`src/crx_map.svh`:
```
// constant map for the can receive fifo and identifier filter
`ifndef CRX_MAP_SVH
`define CRX_MAP_SVH
`define CRX_FIFO_DEPTH   4
`define CRX_FIFO_PTR_W   2
`define CRX_FIFO_CNT_W   3
`define CRX_FRAME_W      96
`define CRX_IDW_W        32
`define CRX_MODE_TWO     2'h0
`define CRX_MODE_FOUR    2'h1
`define CRX_MODE_EIGHT   2'h2
`define CRX_MODE_CLOSED  2'h3
`define CRX_HIT_NONE     3'h0
`endif

```
`src/crx_pkg.sv`:
```
// types for the can receive fifo and identifier filter
package crx_pkg;
   typedef enum logic [1:0] {
      CRX_IDLE = 2'b00,
      CRX_RECV = 2'b01,
      CRX_XMIT = 2'b10
   } crx_state_t;
endpackage

```
`src/crx_fifo.sv`:
```
// parameterised valid/ready fifo holding accepted frames and hit indices
`timescale 1ns/1ns
`include "crx_map.svh"
module crx_fifo #(
   parameter int W = 99,
   parameter int D = `CRX_FIFO_DEPTH
) (
   input  wire logic         clk,
   input  wire logic         srst,
   input  wire logic         ce,
   input  wire logic         in_valid,
   output logic              in_ready,
   input  wire logic [W-1:0] in_data,
   output logic              out_valid,
   input  wire logic         out_ready,
   output logic [W-1:0]      out_data
);
   localparam int PW = $clog2(D);
   typedef struct packed {
      logic [PW-1:0] wp;
      logic [PW-1:0] rp;
      logic [PW:0]   cnt;
   } crx_fifo_st_t;
   crx_fifo_st_t s_q, s_d;
   logic [W-1:0] mem [D];
   logic push, pop;

   // handshakes are combinational, full and empty from the count
   assign in_ready  = (s_q.cnt != (PW+1)'(D));
   assign out_valid = (s_q.cnt != '0);
   assign push      = in_valid && in_ready;
   assign pop       = out_valid && out_ready;
   assign out_data  = mem[s_q.rp];

   always_comb begin
      s_d = s_q;
      if (push) s_d.wp = s_q.wp + PW'(1);
      if (pop) s_d.rp = s_q.rp + PW'(1);
      s_d.cnt = s_q.cnt + (PW+1)'(push) - (PW+1)'(pop);
   end

   always_ff @(posedge clk) begin
      if (srst) begin
         s_q <= '0;
      end else if (ce) begin
         s_q <= s_d;
         if (push) mem[s_q.wp] <= in_data;
      end
   end
endmodule

```
`src/crx_rx_filter.sv`:
```
// can receive path: background buffer, acceptance filter, fifo hand-off
`timescale 1ns/1ns
`include "crx_map.svh"
module crx_rx_filter
   import crx_pkg::*;
(
   input  wire logic                    clk,
   input  wire logic                    srst,
   input  wire logic                    ce,
   input  wire logic                    loopback_en,
   input  wire logic                    overrun_irq_en,
   input  wire logic [1:0]              acceptance_mode,
   input  wire logic [63:0]             acceptance_code_regs,
   input  wire logic [63:0]             acceptance_mask_regs,
   input  wire logic                    tx_active,
   input  wire logic                    arb_lost,
   input  wire logic                    frame_start,
   input  wire logic                    frame_done,
   input  wire logic                    frame_error,
   input  wire logic [`CRX_IDW_W-1:0]   frame_id_word,
   input  wire logic [63:0]             frame_payload,
   output logic                         ack_enable,
   output logic                         rx_buffer_full_flag,
   output logic [2:0]                   filter_hit_index,
   output logic [`CRX_IDW_W-1:0]        rx_id_word,
   output logic [63:0]                  rx_payload,
   input  wire logic                    rx_release,
   output logic                         rx_irq,
   output logic                         overrun_flag,
   input  wire logic                    overrun_clear
);
   localparam int FW = `CRX_FRAME_W + 3;

   typedef struct packed {
      crx_state_t                 st;
      logic [`CRX_FRAME_W-1:0]    bg;       // background_rx_buffer
      logic                       own;
      logic                       rx_irq;
      logic                       ovr;
   } crx_st_t;
   crx_st_t s_q, s_d;

   logic [7:0] match;
   logic [2:0] hit;
   logic       accept;
   logic       push, fifo_ready, out_valid;
   logic [FW-1:0] fifo_out;
   logic [FW-1:0] fifo_in;

   // per byte match, mask one means don't care
   genvar g;
   generate
      for (g = 0; g < 8; g++) begin : g_byte
         logic [7:0] idb;
         // id word packs as byte 0 = most significant
         assign idb = s_q.bg[`CRX_FRAME_W-1-8*(g%4) -: 8];
         assign match[g] = &((~(idb ^ acceptance_code_regs[8*g +: 8]))
                             | acceptance_mask_regs[8*g +: 8]);
      end
   endgenerate

   // mode decode, lowest filter wins
   always_comb begin
      hit    = `CRX_HIT_NONE;
      accept = 1'b0;
      case (acceptance_mode)
         `CRX_MODE_TWO: begin
            if (&match[3:0]) begin accept = 1'b1; hit = 3'h0; end
            else if (&match[7:4]) begin accept = 1'b1; hit = 3'h1; end
         end
         `CRX_MODE_FOUR: begin
            for (int f = 3; f >= 0; f--) begin
               if (&match[2*f +: 2]) begin accept = 1'b1; hit = 3'(f); end
            end
         end
         `CRX_MODE_EIGHT: begin
            for (int f = 7; f >= 0; f--) begin
               if (match[f]) begin accept = 1'b1; hit = 3'(f); end
            end
         end
         default: begin
            accept = 1'b0;
            hit    = `CRX_HIT_NONE;
         end
      endcase
   end

   // store only a good accepted frame that is not own outside loopback
   assign push = (s_q.st != CRX_IDLE) && frame_done && !frame_error && accept
                 && (!s_q.own || loopback_en);
   // own frame is never acknowledged unless looped back
   assign ack_enable = !s_q.own || loopback_en;
   assign fifo_in = {s_q.bg, hit};

   always_comb begin
      s_d = s_q;
      s_d.rx_irq = 1'b0;
      if (overrun_clear) s_d.ovr = 1'b0;
      case (s_q.st)
         CRX_IDLE: begin
            if (frame_start) begin
               s_d.st  = tx_active ? CRX_XMIT : CRX_RECV;
               s_d.own = tx_active;
            end
         end
         CRX_XMIT: begin
            if (arb_lost) begin
               s_d.st  = CRX_RECV;
               s_d.own = 1'b0;
            end
         end
         CRX_RECV: s_d.st = CRX_RECV;
         default: s_d.st = CRX_IDLE;
      endcase
      if (s_q.st != CRX_IDLE) s_d.bg = {frame_id_word, frame_payload};
      if (frame_done && s_q.st != CRX_IDLE) begin
         s_d.st  = CRX_IDLE;            // buffer free for next frame
         s_d.own = 1'b0;
         if (push && fifo_ready) s_d.rx_irq = 1'b1;
         if (push && !fifo_ready && overrun_irq_en) s_d.ovr = 1'b1; // set wins
      end
   end

   always_ff @(posedge clk) begin
      if (srst) begin
         s_q <= '0;
      end else if (ce) begin
         s_q <= s_d;
      end
   end

   // fifo drops when full, transmit is untouched
   crx_fifo #(.W(FW), .D(`CRX_FIFO_DEPTH)) u_fifo (
      .clk       (clk),
      .srst      (srst),
      .ce        (ce),
      .in_valid  (push),
      .in_ready  (fifo_ready),
      .in_data   (fifo_in),
      .out_valid (out_valid),
      .out_ready (rx_release),
      .out_data  (fifo_out)
   );

   // hit index travels with the frame
   assign rx_buffer_full_flag = out_valid;
   assign filter_hit_index    = fifo_out[2:0];
   assign rx_id_word          = fifo_out[FW-1 -: `CRX_IDW_W];
   assign rx_payload          = fifo_out[3 +: 64];
   assign rx_irq              = s_q.rx_irq;
   assign overrun_flag        = s_q.ovr;

   a_drop_full: assert property (@(posedge clk) disable iff (srst)
      ce && push && !fifo_ready && !rx_release |=> $stable(u_fifo.s_q.cnt))
      else $error("frame stored into full fifo");
   a_own_no_store: assert property (@(posedge clk) disable iff (srst)
      s_q.own && !loopback_en |-> !push)
      else $error("own frame stored outside loopback");
   a_own_no_ack: assert property (@(posedge clk) disable iff (srst)
      s_q.own && !loopback_en |-> !ack_enable)
      else $error("own frame acknowledged");
   a_error_drop: assert property (@(posedge clk) disable iff (srst)
      frame_error |-> !push)
      else $error("errored frame stored");
   a_arb_receiver: assert property (@(posedge clk) disable iff (srst)
      ce && s_q.st == CRX_XMIT && arb_lost && !frame_done |=> s_q.st == CRX_RECV)
      else $error("no receiver after lost arbitration");
   a_full_flag: assert property (@(posedge clk) disable iff (srst)
      ce && push && fifo_ready |=> rx_buffer_full_flag)
      else $error("full flag not set after accept");
   a_low_hit: assert property (@(posedge clk) disable iff (srst)
      acceptance_mode == `CRX_MODE_EIGHT && match[0] |-> hit == 3'h0)
      else $error("lower filter lost priority");
   a_irq_push: assert property (@(posedge clk) disable iff (srst)
      rx_irq |-> $past(push) && $past(fifo_ready))
      else $error("receive irq without store");
   a_resume: assert property (@(posedge clk) disable iff (srst)
      ce && !fifo_ready && rx_release |=> fifo_ready)
      else $error("fifo not reopened after release");
   c_loop_store: cover property (@(posedge clk) s_q.own && loopback_en && push);
   c_overrun: cover property (@(posedge clk) push && !fifo_ready);
   c_arb_lost: cover property (@(posedge clk) s_q.st == CRX_XMIT && arb_lost);
endmodule

```
`config.mk`:
```
export PLATFORM = sky130hd
export DESIGN_NAME = crx_rx_filter
export DESIGN_NICKNAME = d
export VERILOG_FILES = /design/src/crx_pkg.sv /design/src/crx_fifo.sv /design/src/crx_rx_filter.sv
export VERILOG_INCLUDE_DIRS = /design/src /design/src/src
export SDC_FILE = /design/constraint.sdc
export NUM_CORES = 1
export LEC_CHECK = 0
export CAP_MARGIN = 25
export CORE_MARGIN = 1
export CORE_UTILIZATION = 57
export CTS_CLUSTER_DIAMETER = 120
export CTS_CLUSTER_SIZE = 14
export DETAILED_ROUTE_END_ITERATION = 8
export DONT_BUFFER_PORTS = 1
export GPL_ROUTABILITY_DRIVEN = 0
export PLACE_DENSITY = 0.8
export SLEW_MARGIN = 20
export SYNTH_ARGS = -nofsm -noshare
export SYNTH_HDL_FRONTEND = slang
export SYNTH_HIERARCHICAL = 1
export SYNTH_SLANG_ARGS = --single-unit
```
`constraint.sdc`:
```
create_clock -name clk -period 13.34 [get_ports clk]
set_input_delay 2.001 -clock clk [delete_from_list [all_inputs] [get_ports clk]]
set_output_delay 2.001 -clock clk [all_outputs]
set_load 0.02 [all_outputs]
```
==> results.tsv <==
stage	metric	value	unit
detailed_routing	drt-total-wl	40600	um
detailed_routing	avgRoutedWirePerCell	24.6	um
detailed_routing	routed_via_density	6.13	
finish	nets	1417	
worst_setup_path	crit_required	13.50	ns
global_routing	grt_usage	23.3	%
finish	layout_common_cells	edfxtp_1, nand2_1, dfxtp_1, a21oi_1, mux4_2	
worst_hold_path	min_path_type	reg2reg	
finish	seqCellArea	0.0141	mm2
finish	syn2layout_area_growth	8.55	%
yosys	seq_area_frac_synth	72.4	%
die	core_area	0.0336	mm2
clock_tree	cts_tree	built	
detailed_routing	first_pass_iters	5	
sta	fmax	193	MHz
power_and_ir_drop	finalPower	3080	uW
sta	slew_violations	0	
yosys	synth_edf_count	396	
sta	timing.final.crit_period	5.17	ns
worst_setup_path	worstSetupPathType	in2reg	
die	die-area	0.0349	mm2
clock_tree	cts.path.max_buffers	3	
yosys	ys.warnings.count	6	
sta	fin_tns_setup	0	ns
clock_tree	cts_max_level	2	
die	rows	67	
finish	fill_cells	2354	
yosys	ys_ff_latch	506	
clock_tree	holdBufCountCts	0	
finish	multi_input_area	0.00510	mm2
worst_setup_path	r2r_start	s_q[99]	
worst_setup_path	cp-endpoint	u_fifo/mem[3][73]	
yosys	synthCells	1171	
die	ios	341	
clock_tree	clk_pin_slew	0.06	ns
worst_setup_path	start_kind	input pin	
sta	relSlewSlack	38.3	%
sta	finalCritPeriodShare	38.8	%
placed_design	portBuffers	0	
sta	grt_setup_unrepaired	no	
detailed_routing	vias	10100	
die	start_util	57.9	%
power_and_ir_drop	ir_drop	0.110	mV
worst_setup_path	r2r_end	u_fifo/mem[3][73]	
worst_setup_path	reg2reg_depth	11	
sta	finalClockSkew	0.0231	ns
global_routing	grt_max_degree	115	
die	dieWidth	187	um
outcome	status	complete, no violations	
clock_tree	ctsResizeCount	0	
yosys	async_flop_share	0	%
worst_setup_path	reg2reg_setup_slack	9.01	ns
yosys	netlist_area	0.0195	mm2
worst_setup_path	endpoint_kind	flip-flop	
global_routing	grt_pass1_wl	61500	um
power_and_ir_drop	p_per_area	146	mW/mm2
yosys	postSynthNetCount	1419	
global_routing	grt_pass1_vias	9972	
clock_tree	root_buffer	clkbuf_16	
detailed_routing	ant_nets	0	
finish	final_common_cell	edfxtp_1	
worst_setup_path	critPathMaxFanout	57	
power_and_ir_drop	total_leakage_power	0.00628	uW
finish	final_core_util	62.9	%
worst_setup_path	arrival	5.33	ns
placed_design	hpwl	25200	um
clock_tree	cts.sinks	506	
global_routing	overflow	0	
die	die_h	187	um
detailed_routing	drc_errors	0	
job	max-cap-violations	0	
sta	tightest_slew	0.923	ns
global_routing	antenna_found_initial	3	
clock_tree	cts_buffers	42	
yosys	syn_avg_cell_area	16.6	um2
finish	drive_above_1_share	15.3	%
sta	report.final.setup_viol	0	
sta	finalHoldViolations	0	
clock_tree	insertion_delay	0.54	ns
yosys	synth_cell_types	56	
yosys	synth_flop_cell	edfxtp_1	
worst_setup_path	startpoint	acceptance_code_regs[1]	
clock_tree	cts_setup_buffers	0	
detailed_routing	drt_iter0_drc	775	
-- stage by stage --
| stage | setup WS, ns | cell area (um2) | hold WS [ns] | cells |
|---|---|---|---|---|
| 2_1_floorplan | 7.17 | 19500 | 0.452 | 1171 |
| 3_3_place_gp | 7.67 | 19900 | 0.469 | 1573 |
| 3_5_place_dp | 7.59 | 19900 | 0.480 | 1573 |
| 4_1_cts | 8.13 | 21100 | 0.488 | 1648 |
| 5_1_grt | 7.94 | 21100 | 0.520 | 1651 |
| 6_report | 8.17 | 21100 | 0.494 | 1651 |
-- final cells by class --
| class | instances | area share, % |
|---|---|---|
| tap | 448 | 2.65 |
| clock buffer | 74 | 5.84 |
| antenna | 3 | 0.0355 |
| sequential | 506 | 66.7 |
| multi-input combinational | 594 | 24.1 |
| timing repair buffer | 9 | 0.320 |
| inverter | 16 | 0.284 |
| clock inverter | 1 | 0.0769 |
-- power by group --
| group | internal [uW] | switching, uW | leakage (uW) |
|---|---|---|---|
| registers | 1710 | 29.2 | 0.00444 |
| clock network | 627 | 516 | 0.000596 |
| logic | 81.3 | 118 | 0.00125 |
| total | 2420 | 664 | 0.00628 |
-- Yosys cell counts (all sizes together) (4+ instances only) --
library cell	count	area share (%)
nor4	9	0.78
clkbuf	37	0.71
mux2i	4	0.21
dfxtp	110	11
mux4	99	11
nand2	205	4.0
xnor2	65	2.9
edfxtp	396	61
and2	6	0.19
buf	18	0.59
nor2	16	0.31
inv	16	0.31
a21oi	102	2.6
ha	9	0.58
o22ai	32	1.0
-- critical path: stages --
cell      delay (ns)
xnor2_1         0.20
o22ai_1         0.15
nor4_4          0.49
nand2_2         0.13
a311oi_2        0.33
nor3_2          0.11
inv_1           0.10
and4b_1         0.29
and2_4          0.59
buf_4           0.81
-- layer usage --
metal	share of wire [%]	track usage, %
met2	50	37.6
met4	1.9	6.05
met3	8.5	4.97
met5	0	0
met1	40	32.7
-- worst min path at each step --
| stage | start | to | slack, ns | cells after the start |
|---|---|---|---|---|
| CTS | fifo_in[17] | fifo_in[17] | 0.49 | 2 |
| finish | fifo_in[3] | fifo_in[3] | 0.49 | 2 |
| global route | fifo_in[24] | u_fifo/mem[2][24] | 0.52 | 0 |
| detailed placement | fifo_in[17] | fifo_in[17] | 0.48 | 2 |
| floorplan | s_q[2] | s_q[2] | 0.45 | 2 |
| global placement | fifo_in[65] | fifo_in[65] | 0.47 | 2 |
-- state kept, by name, summed over array words and instances, names as in the netlist, named ones only --
signal and cells:
overrun_flag 1, u_fifo/s_q 7, u_fifo/mem 396, rx_irq 1
fifo_in 96, s_q 3
-- cells by family after synthesis --
| logic type | synth area share [%] |
|---|---|
| xor+xnor | 2.97 |
| compound gates | 4.58 |
| fa+ha+maj | 0.681 |
| flops | 72.4 |
| mux | 11.8 |
| simple gates | 6.02 |
| buf+inv | 1.61 |
Power figures use the tool's default switching activity.
